### src/svr_sync.sv
// Shared constants and types of the supply supervisor core, and its input synchroniser.
// Assumes one free-running 50 MHz clock and an asynchronous active-low power-on reset.
package svr_pkg;

  // ********************************
  // Clock and timing
  // ********************************
  localparam int CLK_FREQ_HZ = 50_000_000;
  localparam int RST_HOLD_MS = 200;
  localparam int RST_HOLD_CYC = (CLK_FREQ_HZ / 1000) * RST_HOLD_MS;
  localparam int WD_TIMEOUT_MS = 1600;
  localparam int WD_TIMEOUT_CYC = (CLK_FREQ_HZ / 1000) * WD_TIMEOUT_MS;
  localparam int CE_HOLD_US = 10;
  localparam int CE_HOLD_CYC = (CLK_FREQ_HZ / 1_000_000) * CE_HOLD_US;
  localparam int KICK_MIN_NS = 100;
  localparam int KICK_MIN_CYC = (KICK_MIN_NS * (CLK_FREQ_HZ / 1_000_000) + 999) / 1000;

  // ********************************
  // Counter widths
  // ********************************
  localparam int RST_CNT_W = 24;
  localparam int WD_CNT_W = 27;
  localparam int AGE_CNT_W = 10;

  // ********************************
  // Synchroniser lanes and their reset values
  // ********************************
  localparam int SYNC_W = 6;
  localparam int LANE_BELOW_RST = 0;
  localparam int LANE_BELOW_SW = 1;
  localparam int LANE_BACKUP_BATTERY_LOW = 2;
  localparam int LANE_MR_N = 3;
  localparam int LANE_KICK = 4;
  localparam int LANE_PFO_N = 5;
  // Supply assumed low, inputs idle, until the first samples arrive
  localparam logic [SYNC_W-1:0] SYNC_RST_VAL = 6'h2B;

  // ********************************
  // Reset sequencer states
  // ********************************
  typedef enum logic [1:0] {
    SVR_FAULT = 2'b00,
    SVR_STRETCH = 2'b01,
    SVR_RUN = 2'b11
  } svr_state_t;

endpackage : svr_pkg

`timescale 1ns/1ps

module svr_sync #(
  parameter int W = 1,
  parameter logic [W-1:0] RST_VAL = '0
) (
  // Clock and reset
  input wire logic i_clk,
  input wire logic i_arst_n,
  // Data
  input wire logic [W-1:0] i_d,
  output logic [W-1:0] o_q
);

  genvar g;
  generate
    for (g = 0; g < W; g++) begin : g_lane
      logic meta_q;
      logic sync_q;
      always_ff @(posedge i_clk or negedge i_arst_n) begin
        if (!i_arst_n) begin
          meta_q <= RST_VAL[g];
          sync_q <= RST_VAL[g];
        end else begin
          meta_q <= i_d[g];
          sync_q <= meta_q;
        end
      end
      assign o_q[g] = sync_q;
    end
  endgenerate

endmodule : svr_sync

### src/svr_top.sv
// Digital core of a supply supervisor: reset stretch, watchdog, freshness seal,
// battery status and chip-enable gating.
// Assumes comparator results arrive as logic levels; the open-drain reset pin is
// resolved outside from o_reset_out_n_o and o_reset_out_n_oe.

`timescale 1ns/1ps

module svr_top #(
  parameter logic [svr_pkg::RST_CNT_W-1:0] P_RST_HOLD_CYC = svr_pkg::RST_HOLD_CYC[svr_pkg::RST_CNT_W-1:0],
  parameter logic [svr_pkg::WD_CNT_W-1:0] P_WD_TIMEOUT_CYC = svr_pkg::WD_TIMEOUT_CYC[svr_pkg::WD_CNT_W-1:0]
) (
  // Clock and reset
  input wire logic i_clk,
  input wire logic i_arst_n,
  // Comparator results
  input wire logic i_below_reset_threshold,
  input wire logic i_below_switchover_threshold,
  input wire logic i_battery_low,
  // Host-side control inputs
  input wire logic i_manual_reset_n,
  input wire logic i_watchdog_kick_in,
  input wire logic i_power_fail_out_n,
  input wire logic i_chip_enable_in_n,
  // Reset outputs
  output logic o_reset_out_n_o,
  output logic o_reset_out_n_oe,
  output logic o_reset_out,
  // Status outputs
  output logic o_watchdog_fault_out_n,
  output logic o_battery_good,
  output logic o_seal_engaged,
  // RAM chip enable
  output logic o_chip_enable_out_n
);

  // ********************************
  // Input synchronisation
  // ********************************
  logic [svr_pkg::SYNC_W-1:0] raw;
  logic [svr_pkg::SYNC_W-1:0] syn;
  logic below_rst_s;
  logic below_sw_s;
  logic backup_battery_low_s;
  logic mr_n_s;
  logic kick_s;
  logic pfo_n_s;

  assign raw = {i_power_fail_out_n, i_watchdog_kick_in, i_manual_reset_n,
                i_battery_low, i_below_switchover_threshold, i_below_reset_threshold};

  svr_sync #(
    .W(svr_pkg::SYNC_W),
    .RST_VAL(svr_pkg::SYNC_RST_VAL)
  ) u_sync (
    .i_clk(i_clk),
    .i_arst_n(i_arst_n),
    .i_d(raw),
    .o_q(syn)
  );

  assign below_rst_s = syn[svr_pkg::LANE_BELOW_RST];
  assign below_sw_s = syn[svr_pkg::LANE_BELOW_SW];
  assign backup_battery_low_s = syn[svr_pkg::LANE_BACKUP_BATTERY_LOW];
  assign mr_n_s = syn[svr_pkg::LANE_MR_N];
  assign kick_s = syn[svr_pkg::LANE_KICK];
  assign pfo_n_s = syn[svr_pkg::LANE_PFO_N];

  // ********************************
  // Reset sequencer
  // ********************************
  svr_pkg::svr_state_t state_q;
  svr_pkg::svr_state_t state_d;
  logic [svr_pkg::RST_CNT_W-1:0] hold_cnt_q;
  logic [svr_pkg::RST_CNT_W-1:0] hold_cnt_d;
  logic first_half;
  logic mr_act;
  logic rst_cause;
  logic rst_now;
  logic rst_d;

  // First half of the stretch; the fault phase counts as its start
  assign first_half = (state_q != svr_pkg::SVR_RUN) && (hold_cnt_q < (P_RST_HOLD_CYC >> 1));
  // Forcing the fail output low lets the seal be set up without a manual reset loop interfering
  assign mr_act = !mr_n_s && !(first_half && !pfo_n_s);
  assign rst_cause = below_rst_s || below_sw_s || mr_act;
  assign rst_now = (state_q != svr_pkg::SVR_RUN);
  assign rst_d = (state_d != svr_pkg::SVR_RUN);

  always_comb begin
    state_d = state_q;
    hold_cnt_d = hold_cnt_q;
    if (rst_cause) begin
      state_d = svr_pkg::SVR_FAULT;
      hold_cnt_d = '0;
    end else begin
      case (state_q)
        svr_pkg::SVR_FAULT: begin
          state_d = svr_pkg::SVR_STRETCH;
          hold_cnt_d = '0;
        end
        svr_pkg::SVR_STRETCH: begin
          if (hold_cnt_q == P_RST_HOLD_CYC - 1'b1) begin
            state_d = svr_pkg::SVR_RUN;
            hold_cnt_d = '0;
          end else begin
            hold_cnt_d = hold_cnt_q + 1'b1;
          end
        end
        svr_pkg::SVR_RUN: begin
          hold_cnt_d = '0;
        end
        default: begin
          state_d = svr_pkg::SVR_FAULT;
          hold_cnt_d = '0;
        end
      endcase
    end
  end

  always_ff @(posedge i_clk or negedge i_arst_n) begin
    if (!i_arst_n) begin
      state_q <= svr_pkg::SVR_FAULT;
      hold_cnt_q <= '0;
    end else begin
      state_q <= state_d;
      hold_cnt_q <= hold_cnt_d;
    end
  end

  // Open-drain pin only ever pulls low, so the data side stays at zero
  always_ff @(posedge i_clk or negedge i_arst_n) begin
    if (!i_arst_n) begin
      o_reset_out_n_o <= 1'b0;
      o_reset_out_n_oe <= 1'b1;
      o_reset_out <= 1'b1;
    end else begin
      o_reset_out_n_o <= 1'b0;
      o_reset_out_n_oe <= rst_d;
      o_reset_out <= rst_d;
    end
  end

  // ********************************
  // Time since reset assertion
  // ********************************
  logic [svr_pkg::AGE_CNT_W-1:0] age_q;
  logic age_done;

  assign age_done = (age_q == svr_pkg::CE_HOLD_CYC[svr_pkg::AGE_CNT_W-1:0]);

  always_ff @(posedge i_clk or negedge i_arst_n) begin
    if (!i_arst_n) begin
      age_q <= '0;
    end else if (!rst_now) begin
      age_q <= '0;
    end else if (!age_done) begin
      age_q <= age_q + 1'b1;
    end
  end

  // ********************************
  // Freshness seal
  // ********************************
  logic pwrup_q;
  logic pfo_low_q;
  logic armed_q;

  always_ff @(posedge i_clk or negedge i_arst_n) begin
    if (!i_arst_n) begin
      pwrup_q <= 1'b1;
      pfo_low_q <= 1'b1;
    end else if (!rst_now && rst_d) begin
      pwrup_q <= below_rst_s;
      pfo_low_q <= !pfo_n_s;
    end else if (rst_now) begin
      if (below_rst_s) begin
        pwrup_q <= 1'b1;
      end
      if (pfo_n_s) begin
        pfo_low_q <= 1'b0;
      end
    end
  end

  always_ff @(posedge i_clk or negedge i_arst_n) begin
    if (!i_arst_n) begin
      armed_q <= 1'b0;
      o_seal_engaged <= 1'b0;
    end else begin
      if (rst_now && !rst_d) begin
        armed_q <= pwrup_q && pfo_low_q && !pfo_n_s;
      end else if (armed_q && below_rst_s) begin
        armed_q <= 1'b0;
      end
      if (armed_q && below_rst_s) begin
        o_seal_engaged <= 1'b1;
      end else if (o_seal_engaged && !below_rst_s) begin
        o_seal_engaged <= 1'b0;
      end
    end
  end

  // ********************************
  // Battery status
  // ********************************
  logic backup_battery_good_raw;

  assign backup_battery_good_raw = !backup_battery_low_s;

  // During reset the last reading is kept rather than trusted afresh
  always_ff @(posedge i_clk or negedge i_arst_n) begin
    if (!i_arst_n) begin
      o_battery_good <= 1'b0;
    end else if (below_sw_s) begin
      o_battery_good <= 1'b0;
    end else if (!rst_now) begin
      o_battery_good <= backup_battery_good_raw;
    end
  end

  // ********************************
  // Watchdog
  // ********************************
  // A 100 ns kick spans KICK_MIN_CYC clock periods, so the sampled level always sees it
  logic kick_prev_q;
  logic kick_edge;
  logic [svr_pkg::WD_CNT_W-1:0] wd_cnt_q;
  logic wd_expire;

  assign kick_edge = kick_s ^ kick_prev_q;
  assign wd_expire = (wd_cnt_q == P_WD_TIMEOUT_CYC - 1'b1);

  always_ff @(posedge i_clk or negedge i_arst_n) begin
    if (!i_arst_n) begin
      kick_prev_q <= 1'b0;
    end else begin
      kick_prev_q <= kick_s;
    end
  end

  // No enable input exists, so the watchdog can never be switched off
  always_ff @(posedge i_clk or negedge i_arst_n) begin
    if (!i_arst_n) begin
      wd_cnt_q <= '0;
    end else if (rst_now || kick_edge) begin
      wd_cnt_q <= '0;
    end else if (!wd_expire) begin
      wd_cnt_q <= wd_cnt_q + 1'b1;
    end
  end

  // Low stays for 10 us into a reset so a looped manual reset gets a visible pulse
  always_ff @(posedge i_clk or negedge i_arst_n) begin
    if (!i_arst_n) begin
      o_watchdog_fault_out_n <= 1'b0;
    end else if (below_sw_s) begin
      o_watchdog_fault_out_n <= 1'b0;
    end else if (kick_edge) begin
      o_watchdog_fault_out_n <= 1'b1;
    end else if (rst_now) begin
      if (age_done) begin
        o_watchdog_fault_out_n <= 1'b1;
      end
    end else if (wd_expire) begin
      o_watchdog_fault_out_n <= 1'b0;
    end
  end

  // ********************************
  // Chip-enable gate
  // ********************************
  logic ce_hold_q;

  always_ff @(posedge i_clk or negedge i_arst_n) begin
    if (!i_arst_n) begin
      ce_hold_q <= 1'b0;
    end else if (!rst_now && rst_d) begin
      ce_hold_q <= !i_chip_enable_in_n;
    end else if (i_chip_enable_in_n || age_done || !rst_d) begin
      ce_hold_q <= 1'b0;
    end
  end

  always_ff @(posedge i_clk or negedge i_arst_n) begin
    if (!i_arst_n) begin
      o_chip_enable_out_n <= 1'b1;
    end else if (!rst_d) begin
      o_chip_enable_out_n <= i_chip_enable_in_n;
    end else if ((!rst_now || ce_hold_q) && !i_chip_enable_in_n && !age_done) begin
      o_chip_enable_out_n <= 1'b0;
    end else begin
      o_chip_enable_out_n <= 1'b1;
    end
  end

  // ********************************
  // Assertions
  // ********************************
  property p_mr_reset;
    @(posedge i_clk) disable iff (!i_arst_n) mr_act |=> o_reset_out_n_oe && hold_cnt_q == 0;
  endproperty
  a_mr_reset: assert property (p_mr_reset) else $error("manual reset did not assert reset");

  property p_mr_ignored;
    @(posedge i_clk) disable iff (!i_arst_n)
      (state_q == svr_pkg::SVR_STRETCH && first_half && !pfo_n_s && !below_rst_s && !below_sw_s)
      |=> state_q != svr_pkg::SVR_FAULT;
  endproperty
  a_mr_ignored: assert property (p_mr_ignored) else $error("manual reset not ignored in seal window");

  property p_restart;
    @(posedge i_clk) disable iff (!i_arst_n) below_rst_s |=> o_reset_out_n_oe && hold_cnt_q == 0;
  endproperty
  a_restart: assert property (p_restart) else $error("brownout did not restart reset timer");

  property p_full_hold;
    @(posedge i_clk) disable iff (!i_arst_n) $fell(o_reset_out_n_oe) |-> $past(hold_cnt_q) == P_RST_HOLD_CYC - 1'b1;
  endproperty
  a_full_hold: assert property (p_full_hold) else $error("reset released before full hold period");

  property p_inverse;
    @(posedge i_clk) disable iff (!i_arst_n) o_reset_out == (o_reset_out_n_oe && !o_reset_out_n_o);
  endproperty
  a_inverse: assert property (p_inverse) else $error("active-high reset not inverse of open-drain reset");

  property p_below_sw;
    @(posedge i_clk) disable iff (!i_arst_n)
      below_sw_s |=> o_reset_out_n_oe && !o_battery_good && !o_watchdog_fault_out_n;
  endproperty
  a_below_sw: assert property (p_below_sw) else $error("switchover level not honoured");

  property p_backup_battery_follow;
    @(posedge i_clk) disable iff (!i_arst_n)
      (!rst_now && !below_sw_s) |=> o_battery_good == $past(backup_battery_good_raw);
  endproperty
  a_backup_battery_follow: assert property (p_backup_battery_follow) else $error("battery status not following comparator");

  property p_wd_timeout;
    @(posedge i_clk) disable iff (!i_arst_n)
      (wd_expire && !rst_now && !kick_edge && !below_sw_s) |=> !o_watchdog_fault_out_n;
  endproperty
  a_wd_timeout: assert property (p_wd_timeout) else $error("watchdog did not fire at timeout");

  property p_kick_clear;
    @(posedge i_clk) disable iff (!i_arst_n)
      (kick_edge && !below_sw_s) |=> o_watchdog_fault_out_n && wd_cnt_q == 0;
  endproperty
  a_kick_clear: assert property (p_kick_clear) else $error("kick did not clear the watchdog");

  property p_wd_release;
    @(posedge i_clk) disable iff (!i_arst_n)
      (rst_now && age_done && !below_sw_s) |=> o_watchdog_fault_out_n;
  endproperty
  a_wd_release: assert property (p_wd_release) else $error("fault output not high 10 us into reset");

  property p_ce_follow;
    @(posedge i_clk) disable iff (!i_arst_n) (!rst_d) |=> o_chip_enable_out_n == $past(i_chip_enable_in_n);
  endproperty
  a_ce_follow: assert property (p_ce_follow) else $error("chip enable not following outside reset");

  property p_ce_block;
    @(posedge i_clk) disable iff (!i_arst_n) (rst_now && rst_d && !ce_hold_q) |=> o_chip_enable_out_n;
  endproperty
  a_ce_block: assert property (p_ce_block) else $error("chip enable passed during reset");

  property p_ce_end;
    @(posedge i_clk) disable iff (!i_arst_n) (ce_hold_q && i_chip_enable_in_n) |=> !ce_hold_q ##1 o_chip_enable_out_n;
  endproperty
  a_ce_end: assert property (p_ce_end) else $error("chip enable hold did not end");

  c_seal: cover property (@(posedge i_clk) disable iff (!i_arst_n) $rose(o_seal_engaged));
  c_wd_fault: cover property (@(posedge i_clk) disable iff (!i_arst_n) $fell(o_watchdog_fault_out_n));
  c_release: cover property (@(posedge i_clk) disable iff (!i_arst_n) $fell(o_reset_out_n_oe));
  c_ce_hold: cover property (@(posedge i_clk) disable iff (!i_arst_n) $rose(ce_hold_q));

endmodule : svr_top

### config.mk
export PLATFORM = sky130hd
export DESIGN_NAME = svr_top
export DESIGN_NICKNAME = d
export VERILOG_FILES = /design/src/svr_sync.sv /design/src/svr_top.sv
export SDC_FILE = /design/constraint.sdc
export NUM_CORES = 1
export LEC_CHECK = 0
export BUFFER_PORTS_ARGS = -buffer_cell sky130_fd_sc_hd__buf_2
export CAP_MARGIN = 10
export CORE_MARGIN = 2
export CORE_UTILIZATION = 60
export DETAILED_ROUTE_END_ITERATION = 6
export PLACE_DENSITY = 0.78
export SYNTH_ARGS = -nofsm -noshare
export SYNTH_HDL_FRONTEND = slang
export SYNTH_SLANG_ARGS = --single-unit
export TNS_END_PERCENT = 100
### constraint.sdc
create_clock -name i_clk -period 3.2 [get_ports i_clk]
set_input_delay 0.16 -clock i_clk [delete_from_list [all_inputs] [get_ports i_clk]]
set_output_delay 0.16 -clock i_clk [all_outputs]
set_load 0.05 [all_outputs]
# --- Yosys cells after proc, flatten, opt, wreduce, memory -nomap -nowiden ---
# Cells that the tools add are included.
# W data, S select, Z words.
word_totals:
  wordCells: 110
  reg_bits: 85
  inputBits: 9
classes:
  reduce_logical: 37
  n_eq_ne: 11
  magnitude_cmp: 1
  muxes: 31
  n_bitwise: 1
  addsub: 3
ops:
  columns: ["cell", "n"]
  rows:
  - ["$mux W24", 3]
  - ["$mux W27", 2]
  - ["$add A27 B1 Y27 const B", 1]
  - ["$eq A27 B27 Y1 const B", 1]
  - ["$add A24 B1 Y24 const B", 1]
  - ["$eq A24 B24 Y1 const B", 1]
  - ["$lt A24 B23 Y1 const B", 1]
  - ["$mux W1", 21]
  - ["$mux W10", 2]
  - ["$reduce_bool A2 Y1", 6]
  - ["$logic_and A1 B1 Y1", 11]
  - ["$add A10 B1 Y10 const B", 1]
  - ["$eq A10 B9 Y1 const B", 1]
  - ["$logic_not A1 Y1", 9]
  - ["$logic_or A1 B1 Y1", 6]
  - ["$ne A2 B2 Y1 const B", 3]
  - ["$pmux W2 S3", 1]
  - ["$reduce_and A2 Y1", 3]
  - ["$mux W2", 2]
  - ["$ne A2 B1 Y1 const B", 2]
  - ["$ne A4 B1 Y1 const B", 1]
  - ["$reduce_bool A4 Y1", 1]
  - ["$eq A2 B1 Y1 const B", 1]
  - ["$eq A2 B2 Y1 const B", 1]
  - ["other kinds (2)", 2]

# --- Depth between registers and ports, before layout ---
logic_depth:
  word_depth: 12
  ltp_mapped: 7
  depth_no_buf: 7

# --- Modules after synthesis ---
# From an unflattened synthesis, not the netlist that was laid out.
hier_totals:
  hier_cells: 390
  area_unflattened_um2: 4016.4
by_module_without_submodules:
  columns: ["module", "n_inst", "area_per_inst_um2", "cells_each"]
  rows:
  - ["svr_top", 1, 3661.0, 372]
  - ["svr_sync", 1, 355.3, 18]

# --- Worst setup path after synthesis ---
# Ideal clock, no wire load.
synth_path:
  kind: "reg-to-reg"
  from: "reg hold_cnt_q[21] (netlist bit)"
  to: "reg hold_cnt_q[14] (netlist bit)"
  setup_slack_ps: 1341
  path_buffers: 1
  required_time_ps: 3079
  path_stages_with_launch: 7
  arrival_ps: 1738
  path_cell_list: "dfrtp_1 -> or4b_4 -> a211oi_2 -> a311oi_4 -> nand2_1 -> buf_2 -> nor2_1"
synth_between:
  elab_chain_cells: 7
  elab_cells_between_ends: 10
  classes_between: "order compare (1); eq/ne (1); mux (3); reduce/logical (5)"
synth_lines:
  columns: ["element", "line_no", "source"]
  rows:
  - ["start, declared", "svr_top.sv:73", "logic [svr_pkg::RST_CNT_W-1:0] hold_cnt_q;"]
  - ["start signal, assigned", "svr_top.sv:126", "hold_cnt_q <= hold_cnt_d;"]
  - ["$lt A24 B23 Y1", "svr_top.sv:82", "assign first_half = (state_q != svr_pkg::SVR_RUN) && (hold_cnt_q < (P_RST_HOLD_CYC >> 1));"]
  - ["$logic_and A1 B1 Y1", "svr_top.sv:82", null]
  - ["$logic_and A1 B1 Y1", "svr_top.sv:84", "assign mr_act = !mr_n_s && !(first_half && !pfo_n_s);"]
  - ["$logic_not A1 Y1", "svr_top.sv:84", null]
  - ["$logic_and A1 B1 Y1", "svr_top.sv:84", null]
  - ["$logic_or A1 B1 Y1", "svr_top.sv:85", "assign rst_cause = below_rst_s || below_sw_s || mr_act;"]
  - ["$mux W24 *", "svr_top.sv:92", "if (rst_cause) begin"]
  - ["net hold_cnt_d (one bit)", "svr_top.sv:74", "logic [svr_pkg::RST_CNT_W-1:0] hold_cnt_d;"]
# Mark *: on every way through the listed nets, which the timed path passes. The rest lies on a longest branch.
# A chain may end at the register's enable or synchronous reset.

# --- Worst setup path in the final report ---
layout_path:
  from: "reg hold_cnt_q[21] (netlist bit)"
  to: "reg hold_cnt_q[18] (netlist bit)"
# The elaborated chain is that of the path after synthesis.

==> impl_metrics.env <==
export IMPL_hold_slack_ns=-0.00671
export IMPL_cp_depth=5
export IMPL_rrSetupSlack_ns=0.83
export IMPL_synth_ff_type="dfrtp_1"
export IMPL_ant_nets=0
export IMPL_clk_latency_ns=0.34
export IMPL_cts_root_buf="clkbuf_8"
export IMPL_ys_warn_count=0
export IMPL_grt_pass1_wl_mm=13.2
export IMPL_period_minus_slack_ns=2.37
export IMPL_maxCapViolations=0
export IMPL_max_clock_path_buffers=2
export IMPL_utilization_pct=68.4
export IMPL_path_cells="or4b_4 -> a211oi_2 -> a311oi_4 -> nand2_1 -> nor2_1"
export IMPL_slew_headroom_pct=32.1
export IMPL_critPathSlowestCell="or4b_4"
export IMPL_antenna_cells=0
export IMPL_netlist_top_cell_by_area="dfrtp_1"
export IMPL_synth_area_leaders="dfrtp_1 (45%), dfstp_2 (7.8%), xnor2_1 (6.5%)"
export IMPL_track_usage_pct=22.4
export IMPL_worstPathArrival_ns=2.55
export IMPL_drtIter0Drc=184
export IMPL_numCtsBuffers=9
export IMPL_fin_tns_setup_ns=0
export IMPL_hp_class="input port to asynchronous set/reset pin"
export IMPL_dieArea_um2=7390
export IMPL_fin_cells=498
export IMPL_synth_top_cell_area_share_pct=45.3
export IMPL_maxSlewViolCount=0
export IMPL_setup_worst_path_end_class="flip-flop"
export IMPL_worstMarginPinSlew_ns=1.02
export IMPL_setup_viol=0
export IMPL_place_hpwl_mm=5.06
export IMPL_overflow=0
export IMPL_cts_tree="yes"
export IMPL_grt_pass1_vias=2819
export IMPL_power_leakage_nw=1.73
export IMPL_drive_above_1_share_pct=11.2
export IMPL_crit_buf_inv=0
export IMPL_outcome="complete, but fails checks"
export IMPL_drc_errors=0
export IMPL_drt_wl_total_mm=7.63
export IMPL_critical_path_max_stage_delay_ns=0.58
export IMPL_synth_edff_count=0
export IMPL_mostFrequentLayoutCell="dfrtp_1"
export IMPL_timing_fmax_ghz=0.423
export IMPL_synth_distinct_cells=51
export IMPL_r2r_cells=5
export IMPL_r2r_end="hold_cnt_q[18]$_DFF_PN0_"
export IMPL_post_route_period_util_pct=74.0
export IMPL_rsz0062_at_grt="false"
export IMPL_gp_congestion=0.823
export IMPL_grt_max_degree=86
export IMPL_synthCells=397
export IMPL_startpoint_type="flip-flop"
export IMPL_r2r_start="hold_cnt_q[21]$_DFF_PN0_"
export IMPL_fin_nets=431
export IMPL_required_ns=3.38
export IMPL_final_cell_mix="dfrtp_1 (73), nor2_1 (59), nand2_1 (32)"
export IMPL_die_h_um=86.0
export IMPL_clk_pin_slew_worst_paths_ns=0.07
export IMPL_synth_seq_cells=85
export IMPL_first_pass_iters=4
export IMPL_ir_drop_mv=0.353
export IMPL_skew_ns=0.0143
export IMPL_floorplan_initialDensity_pct=62.8
export IMPL_failed_checks="hold timing"
export IMPL_grt_antenna_before_repair=0
export IMPL_total_power_mw=1.83
export IMPL_syn_avg_cell_area_um2=10.2
export IMPL_worstSetupPathType="flip-flop to flip-flop"
export IMPL_ys_async_sr_fraction_pct=100
export IMPL_syn_nets=410
export IMPL_avgViaCountPerCell=6.02
export IMPL_crit_path_end="hold_cnt_q[18]$_DFF_PN0_"
export IMPL_synthToLayoutAreaGrowth_pct=8.94
export IMPL_hold_viol=7
export IMPL_dp_cells=477
export IMPL_path_delay_family="simple AND/OR/NAND/NOR gates"
export IMPL_critPathMaxFanout=21
export IMPL_yosysSeqAreaShare_pct=53.1
export IMPL_fp_coreArea_um2=6420
export IMPL_port_buffers=14
export IMPL_die_w_um=86.0
export IMPL_cts_sinks=85
export IMPL_route_detailed_wl_per_inst_um=15.3
export IMPL_syn_area_um2=4030
export IMPL_num_rows=29
export IMPL_power_density_nw_per_um2=418
export IMPL_ios=16
export IMPL_critPathLaunch="hold_cnt_q[21]$_DFF_PN0_"
export IMPL_vias=2997
export IMPL_htree_levels=3
[cell usage after synthesis, drive strengths merged, types with 2 or more instances]
master / instances
ha: 4
or2b: 2
dfstp: 12
a21o: 2
o211ai: 6
nand3: 19
a41oi: 2
o21ai: 7
and3: 10
buf: 5
o31ai: 3
and4: 4
nand2b: 2
nor4: 13
nor3: 19
and2: 5
nand3b: 2
a21oi: 9
nand2: 32
clkbuf: 7
or3: 2
inv: 11
xnor2: 30
dfrtp: 73
o2111ai: 2
or4: 6
mux2i: 2
nor2: 59
xor2: 18
nand4: 15
[worst reg2reg max path, stage by stage, from the launching register on]
cell	delay [ns]
dfrtp_1	0.44
or4b_4	0.58
a211oi_2	0.31
a311oi_4	0.18
nand2_1	0.55
nor2_1	0.16
[final cells by class]
type / count / area (µm²)
Multi-Input combinational cell: 289 / 1790
Clock inverter: 3 / 38.8
Timing Repair Buffer: 22 / 150
Tap cell: 77 / 96.3
Clock buffer: 11 / 131
Sequential cell: 85 / 2140
Fill cell: 508 / 2030
Inverter: 11 / 41.3
[cell families (layout without fill, tap and decap cells)]
logic type               after synthesis  after routing  share of synthesized area (%)
other                                  1              1                         0.0930
flip-flops                            85             85                           53.1
buffers and inverters                 23             47                           2.42
AO/OA/AOI/OAI                         39             39                           7.20
adder cells (fa/ha/maj)                4              4                           1.24
multiplexers                           2              2                          0.497
XOR/XNOR                              48             48                           10.4
AND/OR/NAND/NOR                      195            195                           25.0
[metal layers]
layer / vias up / share of wire (%) / track usage [%]
met3: 12 / 3.1 / 3.75
met5: - / 0 / 0
li1: 1435 / - / -
met1: 1502 / 48 / 32.8
met2: 48 / 47 / 33.8
met4: 0 / 1.5 / 8.23
[flip-flops by register name (all words and copies together) (netlist names), 2 cells and up]
register,count
age_q,10
state_q,2
u_sync.g_lane.sync_q,6
wd_cnt_q,27
hold_cnt_q,24
u_sync.g_lane.meta_q,6
[timing repair]
item                                   CTS  global route
setup endpoints to repair                0             0
endpoints found under the hold margin    7             0
resized for setup                        0             0
hold buffers                             7             0
buffers inserted                         0             0
[power by group]
part / switching [mW] / internal (mW)
registers: 0.00639 / 1.09
clock network: 0.340 / 0.349
logic: 0.0353 / 0.0145
[metrics by stage]
step	hold slack [ns]	cell area (µm²)	setup WS [ns]
3_3_place_gp	0.265	4150	0.947
2_1_floorplan	-0.136	4030	1.34
4_1_cts	0.0377	4390	0.809
3_5_place_dp	0.267	4150	0.839
5_1_grt	0.0770	4390	0.659
6_report	-0.00671	4390	0.834
[worst min-delay path by stage]
stage                                            start                                end  slack [ns]  cells after the start
after floorplan                               i_arst_n               age_q[0]$_DFFE_PN0P_       -0.14                      0
after global placement    i_below_switchover_threshold  u_sync.g_lane[1].meta_q$_DFF_PN1_        0.26                      1
after detailed placement       i_below_reset_threshold  u_sync.g_lane[0].meta_q$_DFF_PN1_        0.27                      1
after CTS                                     i_arst_n               age_q[8]$_DFFE_PN0P_        0.04                      1
after global routing                          i_arst_n            hold_cnt_q[7]$_DFF_PN0_        0.08                      1
final                                         i_arst_n           hold_cnt_q[10]$_DFF_PN0_      -0.007                      1
Note: power is estimated with default switching activity, not from simulation.
